<file path="src/include/synth_latch_regs.vh">
`ifndef SYNTH_LATCH_REGS_VH
`define SYNTH_LATCH_REGS_VH
// ****************************************
// latch select codes (low three bits)
// ****************************************
`define LATCH_SEL_LSB 0
`define LATCH_SEL_MSB 2
`define LATCH_INT_FRAC 3'h0
`define LATCH_MOD_PHASE 3'h1
`define LATCH_CTRL_TWO 3'h2
`define LATCH_CTRL_THREE 3'h3
`define LATCH_OUT_DIV 3'h4
`define LATCH_CTRL_FIVE 3'h5
// ****************************************
// integer_fraction_word fields
// ****************************************
`define FRAC_LSB 3
`define FRAC_MSB 14
`define INT_LSB 15
`define INT_MSB 30
// ****************************************
// modulus_phase_word fields
// ****************************************
`define MOD_LSB 3
`define MOD_MSB 14
`define PHASE_LSB 15
`define PHASE_MSB 26
// ****************************************
// control_word_two fields
// ****************************************
`define CP_CURRENT_LSB 9
`define CP_CURRENT_MSB 12
`define DBUF_DIV_BIT 13
`define REF_COUNT_LSB 14
`define REF_COUNT_MSB 23
`define REF_HALVE_BIT 24
`define REF_DOUBLER_BIT 25
`define TESTOUT_SEL_LSB 26
`define TESTOUT_SEL_MSB 28
// ****************************************
// output_divider_word fields
// ****************************************
`define OUT_POWER_LSB 3
`define OUT_POWER_MSB 4
`define AUX_ENABLE_BIT 8
`define MUTE_LOCK_BIT 10
`define BAND_DIV_LSB 12
`define BAND_DIV_MSB 19
`define OUT_DIV_LSB 20
`define OUT_DIV_MSB 22
`define FB_AFTER_DIV_BIT 23
// ****************************************
// reset values and timing counts
// ****************************************
`define WORD_RESET 32'h0000_0000
`define BAND_PFD_CYCLES 4'ha
`define TESTOUT_LOW 3'h0
`define TESTOUT_HIGH 3'h1
`define TESTOUT_GND 3'h2
`define TESTOUT_REF 3'h3
`define TESTOUT_FB 3'h4
`define TESTOUT_ALOCK 3'h5
`define TESTOUT_DLOCK 3'h6
`endif

</file>
<file path="src/logic/serial_word_shifter.v">
`timescale 1ns/100ps
`default_nettype none
`include "synth_latch_regs.vh"
module serial_word_shifter (
    input wire mclk_in,
    input wire resetn_in,
    input wire shift_en_in,
    input wire bit_in,
    output reg [31:0] word_out
);
    // msb first: each new bit enters at the bottom and moves up
    always @(posedge mclk_in) begin
        if (!resetn_in) begin
            word_out <= `WORD_RESET;
        end else if (shift_en_in) begin
            word_out <= {word_out[30:0], bit_in};
        end
    end
endmodule // serial_word_shifter
`default_nettype wire

</file>
<file path="src/logic/band_select_timer.v">
`timescale 1ns/100ps
`default_nettype none
`include "synth_latch_regs.vh"
module band_select_timer (
    input wire mclk_in,
    input wire resetn_in,
    input wire start_in,
    input wire pfd_tick_in,
    input wire [7:0] divider_in,
    output reg active_out
);
    reg [7:0] div_count;
    reg [3:0] band_cycles;
    wire [7:0] div_limit;
    // a ratio of zero is treated as one
    assign div_limit = (divider_in == 8'h00) ? 8'h01 : divider_in;
    // band clock = pfd ticks / divider; sequence lasts ten band clocks
    always @(posedge mclk_in) begin
        if (!resetn_in) begin
            div_count <= 8'h00;
            band_cycles <= 4'h0;
            active_out <= 1'b0;
        end else if (start_in) begin
            div_count <= 8'h00;
            band_cycles <= 4'h0;
            active_out <= 1'b1;
        end else if (active_out && pfd_tick_in) begin
            if (div_count + 8'h01 >= div_limit) begin
                div_count <= 8'h00;
                if (band_cycles + 4'h1 >= `BAND_PFD_CYCLES) begin
                    active_out <= 1'b0; // selection done
                end
                band_cycles <= band_cycles + 4'h1;
            end else begin
                div_count <= div_count + 8'h01;
            end
        end
    end
endmodule // band_select_timer
`default_nettype wire

</file>
<file path="src/logic/synth_serial_program_latch.v">
`timescale 1ns/100ps
`default_nettype none
`include "synth_latch_regs.vh"
module synth_serial_program_latch (
    input wire mclk_in,
    input wire resetn_in,
    input wire serial_clk_in,
    input wire serial_data_in,
    input wire latch_strobe_in,
    input wire ref_tick_in,
    input wire fb_tick_in,
    input wire digital_lock_in,
    input wire analog_lock_in,
    output reg [15:0] int_value_out,
    output reg [11:0] frac_value_out,
    output reg [11:0] modulus_out,
    output reg [11:0] phase_out,
    output reg [9:0] ref_count_out,
    output reg ref_doubler_out,
    output reg ref_halve_out,
    output reg [3:0] charge_current_out,
    output reg [2:0] output_divider_select_out,
    output reg [1:0] output_power_level_out,
    output reg aux_power_down_out,
    output reg feedback_after_divider_out,
    output reg rf_supply_enable_out,
    output reg lock_indicator_pin_out,
    output reg tune_to_reference_out,
    output reg test_output_pin_out,
    output reg [31:0] control_word_three_out,
    output reg [31:0] control_word_five_out
);
    // ****************************************
    // serial input capture
    // ****************************************
    reg serial_clk_prev;
    reg strobe_prev;
    wire shift_pulse;
    wire strobe_pulse;
    wire [31:0] shift_word;
    wire [2:0] latch_sel;

    // previous samples for edge detection
    always @(posedge mclk_in) begin
        if (!resetn_in) begin
            serial_clk_prev <= 1'b0;
            strobe_prev <= 1'b0;
        end else begin
            serial_clk_prev <= serial_clk_in;
            strobe_prev <= latch_strobe_in;
        end
    end

    assign shift_pulse = serial_clk_in & ~serial_clk_prev;
    assign strobe_pulse = latch_strobe_in & ~strobe_prev;
    assign latch_sel = shift_word[`LATCH_SEL_MSB:`LATCH_SEL_LSB];

    // 32-bit shift register
    serial_word_shifter u_shifter (
        .mclk_in(mclk_in),
        .resetn_in(resetn_in),
        .shift_en_in(shift_pulse),
        .bit_in(serial_data_in),
        .word_out(shift_word)
    );

    // ****************************************
    // latch write decode
    // ****************************************
    reg wr_int_frac;
    reg wr_mod_phase;
    reg wr_ctrl_two;
    reg wr_ctrl_three;
    reg wr_out_div;
    reg wr_ctrl_five;

    // one write strobe per latch; codes 6 and 7 hit nothing
    always @* begin
        wr_int_frac = 1'b0;
        wr_mod_phase = 1'b0;
        wr_ctrl_two = 1'b0;
        wr_ctrl_three = 1'b0;
        wr_out_div = 1'b0;
        wr_ctrl_five = 1'b0;
        if (strobe_pulse) begin
            if (latch_sel == `LATCH_INT_FRAC) begin
                wr_int_frac = 1'b1;
            end else if (latch_sel == `LATCH_MOD_PHASE) begin
                wr_mod_phase = 1'b1;
            end else if (latch_sel == `LATCH_CTRL_TWO) begin
                wr_ctrl_two = 1'b1;
            end else if (latch_sel == `LATCH_CTRL_THREE) begin
                wr_ctrl_three = 1'b1;
            end else if (latch_sel == `LATCH_OUT_DIV) begin
                wr_out_div = 1'b1;
            end else if (latch_sel == `LATCH_CTRL_FIVE) begin
                wr_ctrl_five = 1'b1;
            end else begin
                wr_ctrl_five = 1'b0;
            end
        end
    end

    // ****************************************
    // latches (pending copies of buffered fields)
    // ****************************************
    reg [11:0] pend_modulus;
    reg [11:0] pend_phase;
    reg [9:0] pend_ref_count;
    reg pend_doubler;
    reg pend_halve;
    reg [3:0] pend_current;
    reg [2:0] pend_divider;
    reg dbuf_divider;

    // latch one, two, four land in pending copies
    always @(posedge mclk_in) begin
        if (!resetn_in) begin
            pend_modulus <= 12'h000;
            pend_phase <= 12'h000;
            pend_ref_count <= 10'h001;
            pend_doubler <= 1'b0;
            pend_halve <= 1'b0;
            pend_current <= 4'h0;
            pend_divider <= 3'h0;
            dbuf_divider <= 1'b0;
        end else begin
            if (wr_mod_phase) begin
                pend_modulus <= shift_word[`MOD_MSB:`MOD_LSB];
                pend_phase <= shift_word[`PHASE_MSB:`PHASE_LSB];
            end
            if (wr_ctrl_two) begin
                pend_ref_count <= shift_word[`REF_COUNT_MSB:`REF_COUNT_LSB];
                pend_doubler <= shift_word[`REF_DOUBLER_BIT];
                pend_halve <= shift_word[`REF_HALVE_BIT];
                pend_current <= shift_word[`CP_CURRENT_MSB:`CP_CURRENT_LSB];
                dbuf_divider <= shift_word[`DBUF_DIV_BIT];
            end
            if (wr_out_div) begin
                pend_divider <= shift_word[`OUT_DIV_MSB:`OUT_DIV_LSB];
            end
        end
    end

    // ****************************************
    // active settings
    // ****************************************
    reg [2:0] testout_sel;
    reg [7:0] band_clock_divider;
    reg mute_until_locked;

    // buffered fields commit on a latch zero write
    always @(posedge mclk_in) begin
        if (!resetn_in) begin
            int_value_out <= 16'h0000;
            frac_value_out <= 12'h000;
            modulus_out <= 12'h000;
            phase_out <= 12'h000;
            ref_count_out <= 10'h001;
            ref_doubler_out <= 1'b0;
            ref_halve_out <= 1'b0;
            charge_current_out <= 4'h0;
            output_divider_select_out <= 3'h0;
        end else begin
            if (wr_int_frac) begin
                int_value_out <= shift_word[`INT_MSB:`INT_LSB];
                frac_value_out <= shift_word[`FRAC_MSB:`FRAC_LSB];
                modulus_out <= pend_modulus;
                phase_out <= pend_phase;
                ref_count_out <= pend_ref_count;
                ref_doubler_out <= pend_doubler;
                ref_halve_out <= pend_halve;
                charge_current_out <= pend_current;
            end
            // divider select: direct or via latch zero
            if (dbuf_divider) begin
                if (wr_int_frac) begin
                    output_divider_select_out <= pend_divider;
                end
            end else if (wr_out_div) begin
                output_divider_select_out <= shift_word[`OUT_DIV_MSB:`OUT_DIV_LSB];
            end
        end
    end

    // unbuffered fields take effect on their own write
    always @(posedge mclk_in) begin
        if (!resetn_in) begin
            testout_sel <= `TESTOUT_LOW;
            band_clock_divider <= 8'h01;
            mute_until_locked <= 1'b0;
            output_power_level_out <= 2'h0;
            aux_power_down_out <= 1'b1;
            feedback_after_divider_out <= 1'b0;
            control_word_three_out <= `WORD_RESET;
            control_word_five_out <= `WORD_RESET;
        end else begin
            if (wr_ctrl_two) begin
                testout_sel <= shift_word[`TESTOUT_SEL_MSB:`TESTOUT_SEL_LSB];
            end
            if (wr_out_div) begin
                band_clock_divider <= shift_word[`BAND_DIV_MSB:`BAND_DIV_LSB];
                mute_until_locked <= shift_word[`MUTE_LOCK_BIT];
                output_power_level_out <= shift_word[`OUT_POWER_MSB:`OUT_POWER_LSB];
                aux_power_down_out <= ~shift_word[`AUX_ENABLE_BIT];
                feedback_after_divider_out <= shift_word[`FB_AFTER_DIV_BIT];
            end
            if (wr_ctrl_three) begin
                control_word_three_out <= shift_word;
            end
            if (wr_ctrl_five) begin
                control_word_five_out <= shift_word;
            end
        end
    end

    // ****************************************
    // reference counter
    // ****************************************
    reg [9:0] ref_count;
    reg pfd_tick;
    reg ref_scaled;
    wire [9:0] ref_limit;

    // ratio 0 is treated as 1, so 1 to 1023 are honoured
    assign ref_limit = (ref_count_out == 10'h000) ? 10'h001 : ref_count_out;

    // divide reference ticks down to pfd ticks
    always @(posedge mclk_in) begin
        if (!resetn_in) begin
            ref_count <= 10'h000;
            pfd_tick <= 1'b0;
            ref_scaled <= 1'b0;
        end else begin
            pfd_tick <= 1'b0;
            if (ref_tick_in) begin
                if (ref_count + 10'h001 >= ref_limit) begin
                    ref_count <= 10'h000;
                    pfd_tick <= 1'b1;
                    ref_scaled <= ~ref_scaled;
                end else begin
                    ref_count <= ref_count + 10'h001;
                end
            end
        end
    end

    // ****************************************
    // band selection
    // ****************************************
    reg power_up_start;
    wire band_start;
    wire band_active;

    // one start pulse right after reset release
    always @(posedge mclk_in) begin
        if (!resetn_in) begin
            power_up_start <= 1'b1;
        end else begin
            power_up_start <= 1'b0;
        end
    end

    assign band_start = power_up_start | wr_int_frac;

    // ten band clocks of pfd ticks / divider
    band_select_timer u_band_timer (
        .mclk_in(mclk_in),
        .resetn_in(resetn_in),
        .start_in(band_start),
        .pfd_tick_in(pfd_tick),
        .divider_in(band_clock_divider),
        .active_out(band_active)
    );

    // ****************************************
    // lock, mute and tuning control
    // ****************************************
    reg fb_scaled;

    // registered status outputs
    always @(posedge mclk_in) begin
        if (!resetn_in) begin
            tune_to_reference_out <= 1'b0;
            lock_indicator_pin_out <= 1'b0;
            rf_supply_enable_out <= 1'b0;
            fb_scaled <= 1'b0;
        end else begin
            tune_to_reference_out <= band_active | band_start;
            lock_indicator_pin_out <= digital_lock_in & ~band_active;
            // supply held off until digital lock with band selection over when muting
            rf_supply_enable_out <= ~mute_until_locked |
                (digital_lock_in & ~band_active);
            if (fb_tick_in) begin
                fb_scaled <= ~fb_scaled;
            end
        end
    end

    // ****************************************
    // test output multiplexer
    // ****************************************
    reg next_test_output;

    // pick the source for the test pin
    always @* begin
        case (testout_sel)
            `TESTOUT_HIGH: next_test_output = 1'b1;
            `TESTOUT_GND: next_test_output = 1'b0;
            `TESTOUT_REF: next_test_output = ref_scaled;
            `TESTOUT_FB: next_test_output = fb_scaled;
            `TESTOUT_ALOCK: next_test_output = analog_lock_in;
            `TESTOUT_DLOCK: next_test_output = lock_indicator_pin_out;
            default: next_test_output = 1'b0;
        endcase
    end

    // registered test pin
    always @(posedge mclk_in) begin
        if (!resetn_in) begin
            test_output_pin_out <= 1'b0;
        end else begin
            test_output_pin_out <= next_test_output;
        end
    end
endmodule // synth_serial_program_latch
`default_nettype wire

</file>
<file path="config.mk">
export PLATFORM = sky130hd
export DESIGN_NAME = synth_serial_program_latch
export DESIGN_NICKNAME = d
export VERILOG_FILES = /design/src/logic/serial_word_shifter.v /design/src/logic/band_select_timer.v /design/src/logic/synth_serial_program_latch.v
export VERILOG_INCLUDE_DIRS = /design/src /design/src/include
export SDC_FILE = /design/constraint.sdc
export NUM_CORES = 1
export LEC_CHECK = 0
export BUFFER_PORTS_ARGS = -buffer_cell sky130_fd_sc_hd__clkbuf_2
export CORE_AREA = 2 2 122 171
export DETAILED_ROUTE_END_ITERATION = 8
export DIE_AREA = 0 0 124 173
export GPL_TIMING_DRIVEN = 0
export MAX_ROUTING_LAYER = met4
export PLACE_DENSITY_LB_ADDON = 0.12
export SYNTH_ARGS = -nofsm -noshare
export SYNTH_HDL_FRONTEND = slang
export SYNTH_SLANG_ARGS = --single-unit
</file>
<file path="constraint.sdc">
create_clock -name mclk_in -period 2.15 [get_ports mclk_in]
set_input_delay 0.3225 -clock mclk_in [delete_from_list [all_inputs] [get_ports mclk_in]]
set_output_delay 0.3225 -clock mclk_in [all_outputs]
set_load 0.02 [all_outputs]
</file>
==> flow_metrics.tcl <==
set metrics [dict create \
    ioPinCount 152 \
    worst_ep_required_time_ps 2610 \
    routabilityCongestion 0.868 \
    syn_area_sq_um 10000 \
    max-clock-path-buffers 3 \
    final.period_utilization_pct 112 \
    critical_path.endpoint_type "register" \
    crit_start "band_clock_divider[4]" \
    critical_path.max_fanout 6 \
    initial_standard_cell_utilization_of_the_core_pct 50.4 \
    rr_worst_depth 9 \
    synth-simple-area-share_pct 23.1 \
    hold_path_depth 2 \
    route.vias.total 9210 \
    holdCritPathClass "in -> reg" \
    tritoncts_num_sinks 260 \
    synth_adder_area_share_pct 2.75 \
    final_number_of_hold_violating_endpoints 0 \
    port_buffers 151 \
    antenna_violating_nets_post_route 0 \
    worst_hold_slack_ps 31.5 \
    grt_pass1_wl_um 45500 \
    yosys_register_bits 260 \
    utilization_pct 63.0 \
    netlist.area_leader.share_pct 52.0 \
    p_per_area_nw_per_um2 796 \
    grt_antenna_before_repair 0 \
    via_per_inst 5.35 \
    drcViolationCount 0 \
    startpoint_type "register" \
    num_antenna_cells 0 \
    setup_total_negative_slack_ps -3210 \
    dp.final_hpwl_um 20800 \
    finalClockSkew_ps 12.6 \
    final_period_minus_worst_setup_slack_ps 2410 \
    most_used_standard_cell_by_instance_count_after_synthesis "sky130_fd_sc_hd__nand2_1" \
    fraction_of_final_layout_cells_with_drive_strength_greater_than_1_pct 21.1 \
    synth_cell_type_count 55 \
    synthesis.nets 1286 \
    detailedRoute.firstPassIterationCount 5 \
    failing_checks "negative setup slack" \
    die_x_um 124 \
    synth_area_per_cell_sq_um 7.97 \
    synth_compound_area_share_pct 15.2 \
    r2r_setup_slack_ps -260 \
    max_slew_margin_pct 46.5 \
    synth_common_cells "sky130_fd_sc_hd__nand2_1 (459), sky130_fd_sc_hd__dfxtp_1 (260), sky130_fd_sc_hd__a21oi_1 (232), sky130_fd_sc_hd__clkbuf_1 (60), sky130_fd_sc_hd__buf_2 (26)" \
    power.static_leakage_uw 0.00471 \
    netlist.top_cell.by_area "sky130_fd_sc_hd__dfxtp_1" \
    min_from "serial_clk_in" \
    critPathKind "reg -> reg" \
    timing.critical_path.arrival_ps 2880 \
    cts_buffers 26 \
    tritoncts "built" \
    detail_route.wirelength_um 29900 \
    timing.max_cap.violations 0 \
    dieArea_sq_um 21500 \
    grt_overflow 0 \
    yosys-mux-area-fraction_pct 0.500 \
    die_height_um 173 \
    groute.usage.overall_pct 27.9 \
    synthesis_warning_total 0 \
    crit-reg2reg-launch "band_clock_divider[4]" \
    yosys-top-cells-area "sky130_fd_sc_hd__dfxtp_1 (52%), sky130_fd_sc_hd__nand2_1 (17%), sky130_fd_sc_hd__a21oi_1 (12%)" \
    final-setup-viol-count 24 \
    primary_ff_master_synth "sky130_fd_sc_hd__dfxtp_1" \
    clk-insertion-delay-late_ps 530 \
    tightest_slew_ps 802 \
    maxSlewViolCount 0 \
    synth_edf_count 0 \
    whs_endpoint "serial_clk_prev" \
    synth_area_in_xor_xnor_pct 1.49 \
    drtIter0Drc 618 \
    number_of_global_route_vias_before_repair 8636 \
    core_region_area_sq_um 19800 \
    num_rows 61 \
    cts.reportedPaths.clkPinSlew_ps 70 \
    max_freq_mhz 414 \
    yosysSeqAreaShare_pct 52.0 \
    post_dr_wirelength_cell_um 17.4 \
    largest_family_of_logic_cells_by_synthesized_area "simple AND/OR/NAND/NOR gates" \
    post_synth_inst_count 1255 \
    outcome "finished with violations" \
    postLayoutSetupSlackWorst_ps -264 \
    pin_count_of_the_biggest_net_entering_global_routing 15 \
    timing.rr.end "u_band_timer.div_count[2]" \
    area_growth_pct 24.9 \
    cts.htree.levels 1 \
    root_buffer "sky130_fd_sc_hd__clkbuf_16" \
    async_flop_share_pct 0 \
    net_count_final 1482 \
    grt_setup_unrepaired "yes" \
    maximum_vdd_drop_v 0.000640 \
]
## layer usage
layer	share of wire [%]	vias up	wire length [um]	track usage, %
met5	0	-	0	-
met4	3.9	0	1170	10.6
met3	6.0	77	1780	4.39
met2	49	297	14600	46.3
met1	41	4312	12300	33.8
li1	-	4524	-	-
## registers in the layout, summed over array words and instances, names as in the netlist, 8 cells and up
name and cells:
control_word_five_out 32, control_word_three_out 32, u_shifter.word_out 32, int_value_out 16
frac_value_out 12, modulus_out 12, pend_modulus 12, pend_phase 12
phase_out 12, pend_ref_count 10, ref_count 10, ref_count_out 10
band_clock_divider 8, u_band_timer.div_count 8
## worst max-delay path: stages (launching register included)
cell                        delay (ps)
sky130_fd_sc_hd__dfxtp_2           330
sky130_fd_sc_hd__nor4_2            280
sky130_fd_sc_hd__a41o_1            220
sky130_fd_sc_hd__ha_1              230
sky130_fd_sc_hd__nand2b_4          150
sky130_fd_sc_hd__a2111oi_4         370
sky130_fd_sc_hd__o31a_1            370
sky130_fd_sc_hd__buf_6             170
sky130_fd_sc_hd__nand4b_1          100
sky130_fd_sc_hd__a31oi_1           130
## cells in the final DEF, fill, tap and decap left out, drive strengths merged, types with 4 or more instances in the layout
master,instances
clkinv,8
nor2,23
mux2i,5
ha,22
clkbuf,245
buf,51
dfxtp,260
nor3,4
a21oi,233
a41o,5
and2,8
xor2,7
o21ai,4
nor2b,8
xnor2,10
nand2b,5
o21a,4
or3,4
and3,11
nand2,459
inv,22
bufinv,4
nand3,21
## metrics by stage
step | area (sq um) | setup WS, ps | total power (uW) | std cells
6_report | 12500 | -264 | 9950 | 1722
5_1_grt | 12500 | -382 | 10200 | 1722
4_1_cts | 12300 | -262 | 10000 | 1716
3_5_place_dp | 11200 | -403 | 5280 | 1658
3_3_place_gp | 11200 | -436 | 5280 | 1658
2_1_floorplan | 10100 | -4.58 | 5160 | 1255
## how the worst max path moves through the flow
stage                                              to  slack, ps  cells past startpoint
after floorplan           u_band_timer.band_cycles[2]         -5                      8
after global placement                   ref_count[8]       -440                      8
after detailed placement                 ref_count[8]       -400                      8
after CTS                 u_band_timer.band_cycles[2]       -260                      8
after global routing        u_band_timer.div_count[4]       -380                      9
final                       u_band_timer.div_count[2]       -260                      9
## cell families (layout without fill, tap and decap cells)
logic type,after synthesis,count (layout)
AOI/OAI and AO/OA,275,275
adders and majority gates,22,22
and+or+nand+nor,560,560
xor gates and xnor gates,17,17
muxes,5,5
DFF,260,260
buffers and inverters,116,331
## area by class of cell
| cell class | instances | area [sq um] |
|---|---|---|
| fill | 1833 | 7340 |
| sequential | 260 | 5250 |
| multi-input combinational | 879 | 4640 |
| timing repair buffer | 168 | 895 |
| clock buffer | 34 | 722 |
| buffer | 94 | 419 |
| tap | 252 | 315 |
| clock inverter | 13 | 179 |
| inverter | 22 | 82.6 |
## power breakdown
| part | internal (uW) | switching, uW | leakage [uW] |
|---|---|---|---|
| Combinational | 66.9 | 265 | 0.00216 |
| Clock | 2850 | 1930 | 0.000444 |
| Sequential | 4820 | 15.3 | 0.00211 |
| Total | 7740 | 2210 | 0.00471 |
## what timing repair did
action	4_1_cts	5_1_grt
pin swaps	28	29
gates resized for setup	40	21
gates cloned	1	0
hold buffers	0	0
setup endpoints to repair	25	25
setup buffers	10	7
(Power assumes the default switching activity.)
